[config.mk]
export PLATFORM = sky130hd
export DESIGN_NAME = loop_mode_ctrl
export DESIGN_NICKNAME = d
export VERILOG_FILES = /design/src/rtl/loop_mode_pkg.sv /design/src/rtl/loop_mode_ctrl.sv
export SDC_FILE = /design/constraint.sdc
export NUM_CORES = 1
export LEC_CHECK = 0
export ABC_AREA = 1
export BUFFER_PORTS_ARGS = -buffer_cell sky130_fd_sc_hd__buf_2
export CORE_ASPECT_RATIO = 1.5
export CORE_MARGIN = 1
export CORE_UTILIZATION = 40
export DETAILED_ROUTE_END_ITERATION = 8
export PLACE_DENSITY_LB_ADDON = 0.2
export REMOVE_ABC_BUFFERS = 1
export SLEW_MARGIN = 10
export SYNTH_ARGS = -nofsm -noshare
export SYNTH_HDL_FRONTEND = slang
export SYNTH_SLANG_ARGS = --single-unit
[constraint.sdc]
create_clock -name ref_clk_in -period 2.3 [get_ports ref_clk_in]
set_clock_uncertainty 0.05 [all_clocks]
set_input_delay 0.23 -clock ref_clk_in [delete_from_list [all_inputs] [get_ports ref_clk_in]]
set_output_delay 0.23 -clock ref_clk_in [all_outputs]
set_load 0.02 [all_outputs]
[src/rtl/loop_mode_pkg.sv]
// Constants and types shared by the single-instruction loop-mode control.
package loop_mode_pkg;

  // Branch displacement that closes a loop over one one-word instruction.
  localparam logic [15:0] LOOP_DISP       = 16'hFFFC;
  // Counter value at which the counted branch is exhausted.
  localparam logic [15:0] COUNT_DONE      = 16'hFFFF;
  localparam logic [15:0] COUNT_STEP      = 16'h0001;

  // Effective address mode field codes.
  localparam logic [2:0]  MODE_DREG       = 3'h0;
  localparam logic [2:0]  MODE_AREG       = 3'h1;
  localparam logic [2:0]  MODE_IND        = 3'h2;
  localparam logic [2:0]  MODE_POST       = 3'h3;
  localparam logic [2:0]  MODE_PRE        = 3'h4;
  localparam logic [1:0]  SIZE_NONE       = 2'h3;

  // Opcode group codes held in the top four bits, the top five for the memory shift group.
  localparam logic [3:0]  GRP_MISC        = 4'h4;
  localparam logic [3:0]  GRP_COND        = 4'h5;
  localparam logic [3:0]  GRP_OR          = 4'h8;
  localparam logic [3:0]  GRP_SUB         = 4'h9;
  localparam logic [3:0]  GRP_CMP         = 4'hB;
  localparam logic [3:0]  GRP_AND         = 4'hC;
  localparam logic [3:0]  GRP_ADD         = 4'hD;
  localparam logic [4:0]  GRP_SHIFT_MEM   = 5'h1C;

  // Sub-fields of the single operand group, the extend pair and the counted branch.
  localparam logic [3:0]  SUB_NEG_EXTEND  = 4'h0;
  localparam logic [3:0]  SUB_CLEAR       = 4'h2;
  localparam logic [3:0]  SUB_NEG         = 4'h4;
  localparam logic [3:0]  SUB_NOT         = 4'h6;
  localparam logic [3:0]  SUB_TEST        = 4'hA;
  localparam logic [9:0]  DEC_NEGATE_OP   = 10'h120;
  localparam logic [5:0]  EXT_PAIR_FIELD  = 6'h21;
  localparam logic [4:0]  COUNTED_FIELD   = 5'h19;

  typedef enum logic [2:0] {
    LOOP_IDLE,
    LOOP_ARMED,
    LOOP_FILLING,
    LOOP_RUNNING,
    LOOP_FAULTED
  } loop_state_t;

endpackage : loop_mode_pkg

[src/rtl/loop_mode_ctrl.sv]
// Single-instruction loop-mode control for the fetch and decode path.
//
// Functional notes
// - Decode register plus two-word queue hold loop.
// - No instruction fetches while loop runs.
// - Enter only on loop-back, displacement minus four.
// - Entry automatic, invisible, no software control.
// - Double fetch; commit on second looped fetch.
// - Branch decrements counter word, tests minus one.
// - In loop, interrupts taken only after counted branch.
// - Interrupt ends loop; later re-entry allowed.
// - Tracing traps both instructions, blocks loop.
// - Reset aborts and clears loop state.
// - Bus error resumes without refetching loop.
// - Only one-word indirect-mode encodings qualify.
// - Listed data move operand pairs qualify.
// - Memory-to-register arithmetic and address forms.
// - Register-to-memory arithmetic and exclusive-or qualify.
// - Extend forms predecrement; compare postincrement pair.
// - Single-operand memory instructions qualify.
// - Word memory shifts by one qualify.
`timescale 1ns/10ps
`default_nettype none

module loop_mode_ctrl
  import loop_mode_pkg::*;
(
  input  wire logic        ref_clk_in,
  input  wire logic        reset_in,
  input  wire logic        opword_valid_in,
  input  wire logic [15:0] opword_in,
  input  wire logic        ext_valid_in,
  input  wire logic [15:0] ext_word_in,
  input  wire logic        instr_end_in,
  input  wire logic        branch_exec_in,
  input  wire logic [15:0] branch_disp_in,
  input  wire logic [15:0] count_low_in,
  input  wire logic        cond_true_in,
  input  wire logic        irq_pending_in,
  input  wire logic        trace_in,
  input  wire logic        bus_error_in,
  input  wire logic        exception_return_in,
  output logic             loop_active_out,
  output logic             fetch_inhibit_out,
  output logic [15:0]      decode_word_out,
  output logic [15:0]      queue_word0_out,
  output logic [15:0]      queue_word1_out,
  output logic [15:0]      count_result_out,
  output logic             count_write_out,
  output logic             branch_taken_out,
  output logic             irq_accept_out,
  output logic             trace_take_out,
  output logic             refill_out
);

  function automatic logic is_mem(input logic [2:0] mode);
    is_mem = (mode == MODE_IND) || (mode == MODE_POST) ||
             (mode == MODE_PRE);
  endfunction : is_mem

  function automatic logic is_counted(input logic [15:0] op);
    is_counted = (op[15:12] == GRP_COND) && (op[7:3] == COUNTED_FIELD);
  endfunction : is_counted

  // Decides whether a one-word opcode may be repeated without fetches.
  // Any encoding needing extension words falls outside the indirect modes.
  function automatic logic qualifies(input logic [15:0] op);
    logic [2:0] src;
    logic [2:0] dst;
    logic [2:0] opm;
    logic       q;
    src = op[5:3];
    dst = op[8:6];
    opm = op[8:6];
    q   = 1'b0;
    if (op[15:14] == 2'b00 && op[13:12] != 2'b00) begin
      unique case (src)
        MODE_IND:  q = is_mem(dst);
        MODE_POST: q = (dst == MODE_IND) || (dst == MODE_PRE);
        MODE_PRE:  q = is_mem(dst);
        MODE_DREG: q = (dst == MODE_IND) || (dst == MODE_POST);
        default:   q = 1'b0;
      endcase
    end else if (op[15:12] == GRP_ADD || op[15:12] == GRP_SUB ||
                 op[15:12] == GRP_AND || op[15:12] == GRP_OR ||
                 op[15:12] == GRP_CMP) begin
      if (!opm[2] && opm[1:0] != SIZE_NONE) begin
        q = is_mem(src);
      end else if (opm[1:0] == SIZE_NONE) begin
        q = is_mem(src) && (op[15:12] == GRP_ADD ||
            op[15:12] == GRP_SUB || op[15:12] == GRP_CMP);
      end else if (op[15:12] == GRP_CMP) begin
        q = is_mem(src) || (src == MODE_AREG);
      end else if (op[15:12] == GRP_ADD || op[15:12] == GRP_SUB) begin
        q = is_mem(src) || (src == MODE_AREG);
      end else begin
        q = is_mem(src) ||
            (op[8:3] == EXT_PAIR_FIELD && op[7:6] == 2'b00);
      end
    end else if (op[15:12] == GRP_MISC) begin
      if (op[15:6] == DEC_NEGATE_OP) begin
        q = is_mem(src);
      end else if (op[7:6] != SIZE_NONE &&
                   (op[11:8] == SUB_NEG_EXTEND || op[11:8] == SUB_CLEAR ||
                    op[11:8] == SUB_NEG || op[11:8] == SUB_NOT ||
                    op[11:8] == SUB_TEST)) begin
        q = is_mem(src);
      end
    end else if (op[15:11] == GRP_SHIFT_MEM && op[7:6] == SIZE_NONE) begin
      q = is_mem(src);
    end
    qualifies = q;
  endfunction : qualifies

  loop_state_t state;
  logic [15:0] prior_word;
  logic [15:0] latest_word;
  logic [15:0] next_count;
  logic        loops_back;
  logic        running;

  assign running    = (state == LOOP_RUNNING);
  assign next_count = count_low_in - COUNT_STEP;
  assign loops_back = (next_count != COUNT_DONE) && !cond_true_in;

  // Track the last two opcode words so the branch knows its target.
  always_ff @(posedge ref_clk_in) begin
    if (reset_in) begin
      prior_word  <= 16'h0000;
      latest_word <= 16'h0000;
    end else if (opword_valid_in && !running) begin
      prior_word  <= latest_word;
      latest_word <= opword_in;
    end
  end

  // The loop itself; entry needs no software action at all.
  always_ff @(posedge ref_clk_in) begin
    if (reset_in) begin
      state <= LOOP_IDLE;
    end else if (bus_error_in) begin
      state <= (state == LOOP_RUNNING || state == LOOP_FAULTED) ?
               LOOP_FAULTED : LOOP_IDLE;
    end else begin
      unique case (state)
        LOOP_IDLE: begin
          if (branch_exec_in && loops_back && !trace_in &&
              !irq_pending_in && branch_disp_in == LOOP_DISP &&
              is_counted(latest_word) && qualifies(prior_word)) begin
            state <= LOOP_ARMED;
          end
        end
        LOOP_ARMED: begin
          if (trace_in) begin
            state <= LOOP_IDLE;
          end else if (opword_valid_in) begin
            state <= (opword_in == prior_word && qualifies(opword_in)) ?
                     LOOP_FILLING : LOOP_IDLE;
          end
        end
        LOOP_FILLING: begin
          if (trace_in) begin
            state <= LOOP_IDLE;
          end else if (opword_valid_in) begin
            // The tracker has already shifted here, so latest_word holds the looped
            // word; the queued copy of the branch word, like prior_word, is the reference.
            state <= (opword_in == queue_word0_out) ?
                     LOOP_RUNNING : LOOP_IDLE;
          end
        end
        LOOP_RUNNING: begin
          if (branch_exec_in &&
              (!loops_back || irq_pending_in || trace_in)) begin
            state <= LOOP_IDLE;
          end
        end
        LOOP_FAULTED: begin
          if (exception_return_in) begin
            state <= LOOP_RUNNING;
          end
        end
      endcase
    end
  end

  // Words held for the loop; frozen while it runs or waits on a fault.
  always_ff @(posedge ref_clk_in) begin
    if (reset_in) begin
      decode_word_out <= 16'h0000;
      queue_word0_out <= 16'h0000;
      queue_word1_out <= 16'h0000;
    end else if (state == LOOP_IDLE || state == LOOP_ARMED) begin
      if (opword_valid_in) begin
        decode_word_out <= opword_in;
        queue_word0_out <= opword_in;
      end
      if (ext_valid_in) begin
        queue_word1_out <= ext_word_in;
      end
      if (state == LOOP_IDLE && branch_exec_in) begin
        decode_word_out <= prior_word;
        queue_word0_out <= latest_word;
        queue_word1_out <= branch_disp_in;
      end
      if (state == LOOP_ARMED && opword_valid_in) begin
        queue_word0_out <= latest_word;
      end
    end else if (state == LOOP_FILLING && opword_valid_in) begin
      queue_word0_out <= opword_in;
    end
  end

  // Counted branch results handed back to the execution unit.
  always_ff @(posedge ref_clk_in) begin
    if (reset_in) begin
      count_result_out <= 16'h0000;
      count_write_out  <= 1'b0;
      branch_taken_out <= 1'b0;
    end else begin
      count_write_out  <= branch_exec_in && (next_count == COUNT_DONE);
      branch_taken_out <= branch_exec_in && loops_back;
      if (branch_exec_in) begin
        count_result_out <= next_count;
      end
    end
  end

  // Exception hand-offs; inside the loop the looped instruction's end
  // is not an interrupt point, so it and the branch run as one block between samples.
  always_ff @(posedge ref_clk_in) begin
    if (reset_in) begin
      irq_accept_out <= 1'b0;
      trace_take_out <= 1'b0;
      refill_out     <= 1'b0;
    end else begin
      irq_accept_out <= irq_pending_in && (branch_exec_in ||
                        (instr_end_in && !running));
      trace_take_out <= trace_in &&
                        (branch_exec_in || instr_end_in);
      refill_out     <= running && branch_exec_in &&
                        !loops_back;
    end
  end

  assign loop_active_out   = (state == LOOP_FILLING) || running ||
                             (state == LOOP_FAULTED);
  assign fetch_inhibit_out = running;
endmodule : loop_mode_ctrl

`default_nettype wire

# Yosys cells after proc, flatten, opt, wreduce, memory -nomap -nowiden
# Cells that the tools add are included.
[word_totals]
reg_bits = 104
latch_bits = 0
ramBits = 0
mem_bits_ro = 0
elab_cells = 223
memories = 0
[op_classes]
addsub = 1
multipliers = 0
div = 0
order_cmp = 0
n_eq_ne = 61
shift = 0
mux = 50
bitwise_logic = 0
n_reduce_logical = 99
[ops]
columns = ["cell", "n"]
rows = [
  ["two-way mux 16 bit", 8],
  ["== test 4 bit (second input constant)", 12],
  ["logical OR 1 bit", 40],
  ["== test 16 bit", 2],
  ["== test 16 bit (second input constant)", 2],
  ["logical AND 1 bit", 32],
  ["== test 3 x 2 -> 1 bit (second input constant)", 10],
  ["== test 4 x 3 -> 1 bit (second input constant)", 7],
  ["two-way mux 1 bit", 28],
  ["two-way mux 3 bit", 9],
  ["== test 10 x 9 -> 1 bit (second input constant)", 2],
  ["!= test 16 bit (second input constant)", 1],
  ["subtractor 16 x 1 -> 16 bit (second input constant)", 1],
  ["== test 3 bit (second input constant)", 5],
  ["== test 5 bit (second input constant)", 3],
  ["one-hot mux 3 bit (5 select lines)", 1],
  ["== test 6 bit (second input constant)", 2],
  ["nonzero test 2 bit", 5],
  ["== test 3 x 1 -> 1 bit (second input constant)", 3],
  ["zero test 3 bit", 3],
  ["== test 4 x 2 -> 1 bit (second input constant)", 2],
  ["zero test 2 bit", 4],
  ["zero test 4 bit", 2],
  ["!= test 4 bit (second input constant)", 2],
  ["11 further kinds", 25],
]

# Logic depth before layout (Yosys ltp)
# Gate-level depths: netlist of run 1.
[depth]
depth_word = 22
mapped_depth = 18
mapped_depth_nobuf = 18

# Least setup slack after synthesis of run 1
# OpenSTA, ideal clock, no wires.
[synth_timing]
path_kind = "input to register"
startpoint = "input count_low_in[0]"
endpoint = "register state[1]"
setup_ps = 113
t_arrival_ps = 1643
slack_ps = 495
path_stages = 14
cell_sequence = "inv_1 > ha_1 > nand2_2 > nor2_8 > xor2_4 > nand2_2 > nor2_2 > nand3_2 > nand4_1 > nand2_1 > clkinv_1 > nand2_2 > nor2_1 > nor2_1"
[synth_between]
elab_chain_len = 11
word_cells_on_any_way = 16
classes_between = "add/sub (1); eq/ne (3); reduce/logical (12)"
[synth_lines]
columns = ["item", "line_no", "source"]
rows = [
  ["start: declaration", "loop_mode_ctrl.sv:37", "input wire logic [15:0] count_low_in,"],
  ["subtractor 16 x 1 -> 16 bit (*)", "loop_mode_ctrl.sv:123", "assign next_count = count_low_in - COUNT_STEP;"],
  ["!= test 16 bit (*)", "loop_mode_ctrl.sv:124", "assign loops_back = (next_count != COUNT_DONE) && !cond_true_in;"],
  ["logical AND 1 bit (*)", "loop_mode_ctrl.sv:124", ""],
  ["logical AND 1 bit (3 in series)", "loop_mode_ctrl.sv:147", "if (branch_exec_in && loops_back && !trace_in &&"],
  ["logical AND 1 bit (2 in series)", "loop_mode_ctrl.sv:148", "!irq_pending_in && branch_disp_in == LOOP_DISP &&"],
  ["logical AND 1 bit", "loop_mode_ctrl.sv:149", "is_counted(latest_word) && qualifies(prior_word)) begin"],
  ["!= test 3 bit (no source line)", "-", ""],
  ["AND reduction 5 bit (no source line) (*)", "-", ""],
  ["end signal: assignment", "loop_mode_ctrl.sv:142", "state <= (state == LOOP_RUNNING || state == LOOP_FAULTED) ?"],
  ["end signal: assignment", "loop_mode_ctrl.sv:157", "state <= (opword_in == prior_word && qualifies(opword_in)) ?"],
  ["end signal: assignment", "loop_mode_ctrl.sv:167", "state <= (opword_in == queue_word0_out) ?"],
  ["end: declaration", "loop_mode_ctrl.sv:115", "loop_state_t state;"],
]
# Mark *: on every way between the ends. The rest lies on a longest branch, timed or not.
# A chain may end at the register's enable or synchronous reset.

# Worst setup path after layout of run 1
[layout_timing]
startpoint = "register state[2]"
endpoint = "register queue_word0_out[5]"
[layout_between]
elab_chain_len = 5
word_cells_on_any_way = 13
classes_between = "eq/ne (3); mux (3); reduce/logical (7)"
[layout_lines]
columns = ["item", "line_no", "source"]
rows = [
  ["zero test 3 bit", "loop_mode_ctrl.sv:192, loop_mode_ctrl.sv:200", ""],
  ["logical AND 1 bit", "loop_mode_ctrl.sv:200", "if (state == LOOP_IDLE && branch_exec_in) begin"],
  ["two-way mux 16 bit", "loop_mode_ctrl.sv:200", ""],
  ["two-way mux 16 bit", "loop_mode_ctrl.sv:205", "if (state == LOOP_ARMED && opword_valid_in) begin"],
  ["two-way mux 16 bit", "loop_mode_ctrl.sv:192", "end else if (state == LOOP_IDLE || state == LOOP_ARMED) begin"],
  ["end signal: assignment", "loop_mode_ctrl.sv:195", "queue_word0_out <= opword_in;"],
  ["end signal: assignment", "loop_mode_ctrl.sv:202", "queue_word0_out <= latest_word;"],
  ["end signal: assignment", "loop_mode_ctrl.sv:206", "queue_word0_out <= latest_word;"],
  ["end: declaration", "loop_mode_ctrl.sv:46", "output logic [15:0] queue_word0_out,"],
]
# Several ways; a longest one is shown, not always the timed one.

==> impl_metrics.csv, run 1 <==
group,metric,value,unit
worst_setup_path,regToRegSetupSlack,0.35,ns
timing,final-hold-violation-count,0,
cts,cts_made_buffers,9,
yosys,synth-seq-cells,104,
placed_design,placement.io_buffers,145,
final_layout,fillerInstances,1461,
min_path,hp-start,"count_low_in[0]",
yosys,syn_inst,831,
yosys,yosysSeqAreaShare,37.33,%
flow_run,max-cap-violations,0,
yosys,synth_edf_count,0,
cts,post_cts_resized,0,
worst_setup_path,reg2reg_from,"state[2]$_SDFFE_PP0P_",
cts,hold_buffers,0,
cts,ctsLongestPathBuffers,2,
grt,first_global_vias,5604,
timing,fin_ws,0.3516,ns
route,dr.pass1.iters,9,
min_path,min_path_cells,2,
grt,grt_start_max_net_pins,42,
final_layout,area_growth,21.13,%
final_layout,regArea,2082,µm²
min_path,hold-path-endpoint,"count_result_out[0]$_SDFFE_PP0P_",
route,wirelength,16.96,mm
grt,grt_first_pass_wirelength,27.58,mm
die,die_w,98.42,µm
final_layout,layout.nets,1036,
route,ant_nets,0,
yosys,async_flop_share,0,%
yosys,synthFlopType,"dfxtp_1",
yosys,synth_area_leaders,"dfxtp_1, nand2_1, o21ai_0",
cts,clock_latency,0.35,ns
placed_design,placed_area,6459,µm²
timing,max_freq,513.2,MHz
timing,final.setup.tns,0,ns
status,status,"finished with violations",
status,violations,"DRC",
final_layout,drive_gt1_share,21.39,%
cts,clkSinkCount,104,
worst_setup_path,endpoint_kind,"flip-flop",
timing,post-route-min-period,1.948,ns
die,io_pins,146,
route,via_per_inst,5.244,
yosys,syn_area,5578,µm²
timing,max_slew_margin,67.94,%
final_layout,antenna_cells,0,
cts,clk_pin_slew,0.07,ns
die,dieHeight,146.6,µm
worst_setup_path,crit_arrival,2.13,ns
cts,root_buffer,"clkbuf_16",
yosys,yosys.area.top_type,"dfxtp_1",
placed_design,place.gp.congestion,0.8783,
cts,cts_max_level,3,
pwr,ir_drop,0.3342,mV
timing,worst_slew_pin_slew,0.4804,ns
worst_setup_path,path_class,"flip-flop to flip-flop",
timing,fin_worst_hold_slack,0.02346,ns
grt,gr-usage-all-layers,24.02,%
worst_setup_path,cp_max_fo,32,
route,routedWlPerCell,15.08,µm
final_layout,final_common_cell,"nand2_1",
grt,overflow,0,
timing,rsz0062_at_grt,"false",
route,routed-via-count,5899,
timing,period_share,84.72,%
yosys,synth_top_area_share,37.33,%
final_layout,final_cell_mix,"nand2_1, buf_2, nor2_1, dfxtp_1, o21ai_0",
yosys,synth.avg_cell_area,6.712,µm²
die,num_rows,52,
die,die-area,14430,µm²
worst_setup_path,r2r-end,"queue_word0_out[5]$_SDFFE_PP0P_",
final_layout,multi_input_area,3038,µm²
final_layout,final_area,6756,µm²
placed_design,dp_hpwl,12.71,mm
min_path,hold_path_class,"input pin to flip-flop",
worst_setup_path,startpoint_type,"flip-flop",
cts,cts_tree,"yes",
worst_setup_path,rr_worst_depth,8,
yosys,post_synth_num_cell_types,44,
pwr,leakage,0.003177,µW
worst_setup_path,critPathRequiredTime,2.48,ns
route,drcViolationCount,1,
final_layout,final_util,49.93,%
die,core_region_area,13530,µm²
die,initial_core_util,41.22,%
yosys,synth_warnings,0,
grt,antenna_found_initial,0,
timing,drv_slew,0,
route,drt_iter0_drc,303,
placed_design,pre_cts_ws,0.1321,ns
cts,post-cts-setup-buffers,0,
timing,setup_viol,0,
pwr,power_density,654.6,nW/µm²
## cell usage after synthesis (2+ instances only)
library cell,n
o31ai_1,2
or2_2,3
dfxtp_1,104
inv_1,74
a311oi_1,11
a2111oi_0,2
o211ai_1,5
xor2_1,6
nand4_1,21
nand3b_1,4
a211oi_1,2
nor3_1,6
xnor2_1,10
o2111ai_1,2
nor3_2,2
nand2_1,195
o22ai_1,6
and2_1,3
buf_2,7
ha_1,2
nor2_1,112
clkbuf_1,34
a21oi_1,38
o21ai_0,89
nand3_1,17
nor3b_1,2
nor2_2,7
nand2_2,8
inv_2,3
nor4_1,2
nor2_4,2
a31oi_1,38
## worst max-delay path, stage by stage (launching register included)
cell and delay [ns]:
dfxtp_1 0.43, nor3_2 0.09, inv_1 0.17, nand2_1 0.24, a21oi_4 0.32, o21ai_2 0.12
buf_12 0.18, o21ai_0 0.16, a31oi_1 0.06
## metal layers
metal,track usage (%),routed length (µm),vias to the layer above
li1,-,-,3018
met1,26.74,6843,2700
met2,44.47,8924,147
met3,3.686,690,34
met4,10.67,505,0
met5,0,0,-
## sequential cells by signal (all words and copies together), names as in the netlist
name and cells:
branch_taken_out 1, count_result_out 16, count_write_out 1, decode_word_out 16, irq_accept_out 1, latest_word 16, prior_word 16, queue_word0_out 16
queue_word1_out 16, refill_out 1, state 3, trace_take_out 1
## where the power goes
part / internal, µW / total [µW] / switching (µW)
clock: 873 / 1570 / 696
sequential: 1930 / 2020 / 94.4
combinational: 294 / 831 / 537
total: 3090 / 4420 / 1330
## worst max path at each step
| stage | from | endpoint | slack [ns] | cells after the start |
|---|---|---|---|---|
| 2_1_floorplan | state[2]$_SDFFE_PP0P_ | prior_word[11]$_SDFFE_PP0P_ | -0.42 | 5 |
| 3_3_place_gp | count_low_in[0] | state[1]$_SDFFE_PP0P_ | 0.18 | 16 |
| 3_5_place_dp | count_low_in[0] | state[1]$_SDFFE_PP0P_ | 0.13 | 16 |
| 4_1_cts | state[0]$_SDFFE_PP0P_ | decode_word_out[0]$_SDFFE_PP0P_ | 0.35 | 9 |
| 5_1_grt | state[0]$_SDFFE_PP0P_ | decode_word_out[3]$_SDFFE_PP0P_ | 0.14 | 8 |
| 6_report | state[2]$_SDFFE_PP0P_ | queue_word0_out[5]$_SDFFE_PP0P_ | 0.35 | 8 |
## through the flow
step	std cells	power (µW)
finish	1125	4423
floorplan	789	2535
CTS	1125	4470
detailed placement	1110	2896
global placement	1110	2892
global route	1125	4636
## cell families after synthesis
| group | count (synthesis) | share of synthesized area, % |
|---|---|---|
| flops | 104 | 37.33 |
| compound gates | 200 | 20.70 |
| xor+xnor | 17 | 3.006 |
| fa+ha+maj | 2 | 0.4486 |
| buf+inv | 120 | 8.255 |
| simple gates | 388 | 30.26 |
## layout make-up
cell class | instances | share of cell area, %
inverters | 78 | 4.333
well taps | 162 | 3.000
repair buffers | 159 | 12.48
clock inverters | 4 | 0.8148
clock buffers | 11 | 3.593
flip-flops and latches | 104 | 30.81
multi-input cells | 607 | 44.96
(Power assumes the default switching activity.)
==> run 2: changes to the inputs <==
==> constraint.sdc (replaced) <==
create_clock -name ref_clk_in -period 1.9 [get_ports ref_clk_in]
set_clock_uncertainty 0.05 [all_clocks]
set_input_delay 0.19 -clock ref_clk_in [delete_from_list [all_inputs] [get_ports ref_clk_in]]
set_output_delay 0.19 -clock ref_clk_in [all_outputs]
set_load 0.02 [all_outputs]
==> run 2 against run 1 <==
The flow still finishes with violations (DRC). Combinational power increased by 30%. Cell count increased by 2.5%. Final area increased by 4.6%. Power increased by 24%. Critical endpoint is now state[0]$_SDFFE_PP0P_. Largest cell class unchanged.
==> impl_metrics.csv, run 2 (synthesis results as in run 1) <==
group,metric,value,unit
route,via_per_inst,5.199,
route,ant_nets,0,
flow_run,max-cap-violations,0,
final_layout,area_growth,26.69,%
worst_setup_path,endpoint_kind,"flip-flop",
pwr,p_comb_share,19.7,%
cts,clock_latency,0.35,ns
min_path,min_path_cells,3,
pwr,sequentialPowerShare,44.6,%
min_path,hold_path_class,"input pin to flip-flop",
route,drcViolationCount,5,
final_layout,final_common_cell,"nand2_1",
placed_design,placed_area,6704,µm²
cts,cts_max_level,3,
timing,setup_viol,0,
die,dieHeight,146.6,µm
pwr,sw_frac_of_total,30.32,%
grt,antenna_found_initial,0,
die,die-area,14430,µm²
die,die_w,98.42,µm
grt,gr-usage-all-layers,24.26,%
worst_setup_path,cp_cell_sequence,"inv_1, nor2_2, a21oi_2, nand2_1, nand2_1, a21oi_1, nor2_1, nor2_2, nand4_1, nand2_2, nand3_1, nand2_1, nor2_1",
final_layout,antenna_cells,0,
final_layout,fillerInstances,1452,
die,num_rows,52,
pwr,leakage,0.003336,µW
timing,final-hold-violation-count,0,
final_layout,layout.nets,1063,
timing,max_slew_margin,70.54,%
timing,fin_ws,0.1657,ns
worst_setup_path,crit_cells,13,
cts,root_buffer,"clkbuf_16",
grt,overflow,0,
placed_design,pre_cts_ws,-0.1028,ns
worst_setup_path,path_buf_inv,1,
final_layout,drive_gt1_share,25.13,%
status,status,"finished with violations",
cts,ctsLongestPathBuffers,2,
worst_setup_path,path_class,"flip-flop to flip-flop",
pwr,p_int,3815,µW
grt,first_global_vias,5722,
final_layout,final_cell_mix,"nand2_1, buf_2, nor2_1, dfxtp_1, o21ai_0",
route,routed-via-count,5995,
pwr,p_clk_share,35.7,%
final_layout,final_area,7067,µm²
worst_setup_path,slowest_delay,0.37,ns
cts,cts_tree,"yes",
route,dr.pass1.iters,9,
timing,post-route-min-period,1.734,ns
worst_setup_path,startpoint_type,"flip-flop",
placed_design,placement.io_buffers,145,
die,initial_core_util,41.22,%
route,wirelength,17.30,mm
grt,grt_first_pass_wirelength,27.80,mm
placed_design,dp_hpwl,13.12,mm
timing,period_share,91.28,%
worst_setup_path,crit_slowest_cell,"dfxtp_4",
pwr,ir_drop,0.5642,mV
cts,clkSinkCount,104,
route,routedWlPerCell,15.00,µm
route,drt_iter0_drc,346,
timing,max_freq,576.6,MHz
status,violations,"DRC",
pwr,p_switching,1660,µW
cts,cts_made_buffers,9,
timing,rsz0062_at_grt,"true",
placed_design,place.gp.congestion,0.8677,
worst_setup_path,critPathTopFamily,"simple AND/OR/NAND/NOR gates",
worst_setup_path,cp_common_cell,"nand2_1",
worst_setup_path,crit_arrival,1.95,ns
timing,final.setup.tns,0,ns
pwr,power_density,774.7,nW/µm²
worst_setup_path,critPathRequiredTime,2.12,ns
timing,drv_slew,0,
worst_setup_path,rr_worst_depth,13,
die,io_pins,146,
worst_setup_path,cp_max_fo,5,
die,core_region_area,13530,µm²
cts,clk_pin_slew,0.08,ns
timing,worst_slew_pin_slew,0.4308,ns
grt,grt_start_max_net_pins,68,
-- run 2: cell types whose count changed in the layout (fill, tap and decap cells not counted), moves of 4 or more --
cell,before,now
dfxtp_1,104,96
buf_12,1,5
nor2_1,111,107
buf_4,13,35
nor2_2,8,12
dfxtp_2,0,6
-- run 2: worst reg2reg max path, delay by kind of cell, from the launching register on --
| kind | cells | cell delay, ns |
|---|---|---|
| simple gates | 10 | 0.87 |
| flops | 1 | 0.37 |
| compound gates | 2 | 0.25 |
| buf+inv | 1 | 0.11 |
-- run 2: metrics by stage --
stage / utilization [%] / total power, µW / hold WS (ns) / instances
floorplan: - / 3068 / 0.2091 / 789
global placement: 49.54 / 3559 / 0.3452 / 1136
detailed placement: 49.54 / 3564 / 0.3502 / 1136
CTS: 51.93 / 5515 / 0.04312 / 1153
global route: 52.22 / 5718 / 0.04924 / 1153
finish: 52.22 / 5475 / 0.04772 / 1153
-- run 2: area by class of cell --
| cell class | count | area, µm² | area share, % |
|---|---|---|---|
| flip-flops and latches | 104 | 2097 | 29.67 |
| repair buffers | 186 | 1099 | 15.55 |
| well taps | 162 | 202.7 | 2.868 |
| inverters | 78 | 292.8 | 4.143 |
| clock inverters | 6 | 75.07 | 1.062 |
| clock buffers | 10 | 239.0 | 3.382 |
| multi-input cells | 607 | 3062 | 43.33 |
-- run 2: power by group through the flow --
stage	Sequential, µW	Clock (µW)	Combinational, µW
after floorplan	2610	0	461
after global placement	2490	0	1070
after detailed placement	2490	0	1070
after CTS	2440	2000	1080
final	2440	1960	1080
after global routing	2470	2070	1190
-- run 2: worst paths after layout --
path                               startpoint                                to  slack [ns]
max                prior_word[4]$_SDFFE_PP0P_             state[0]$_SDFFE_PP0P_        0.17
min reg2reg  decode_word_out[15]$_SDFFE_PP0P_  decode_word_out[15]$_SDFFE_PP0P_        0.43
max reg2reg        prior_word[4]$_SDFFE_PP0P_             state[0]$_SDFFE_PP0P_        0.17
min                            ext_word_in[1]   queue_word1_out[1]$_SDFFE_PP0P_        0.05
-- run 2: repair_timing --
item | CTS | global route
setup buffers | 0 | 0
endpoints found under the hold margin | 1 | 0
hold buffers | 1 | 0
gates resized for setup | 0 | 18
setup endpoints to repair | 0 | 19
-- run 2: metal layers --
metal,share of wire (%),global-route usage (%)
met3,4.3,3.494
met4,3.3,10.15
met1,39,26.20
met5,0,0
met2,53,46.34
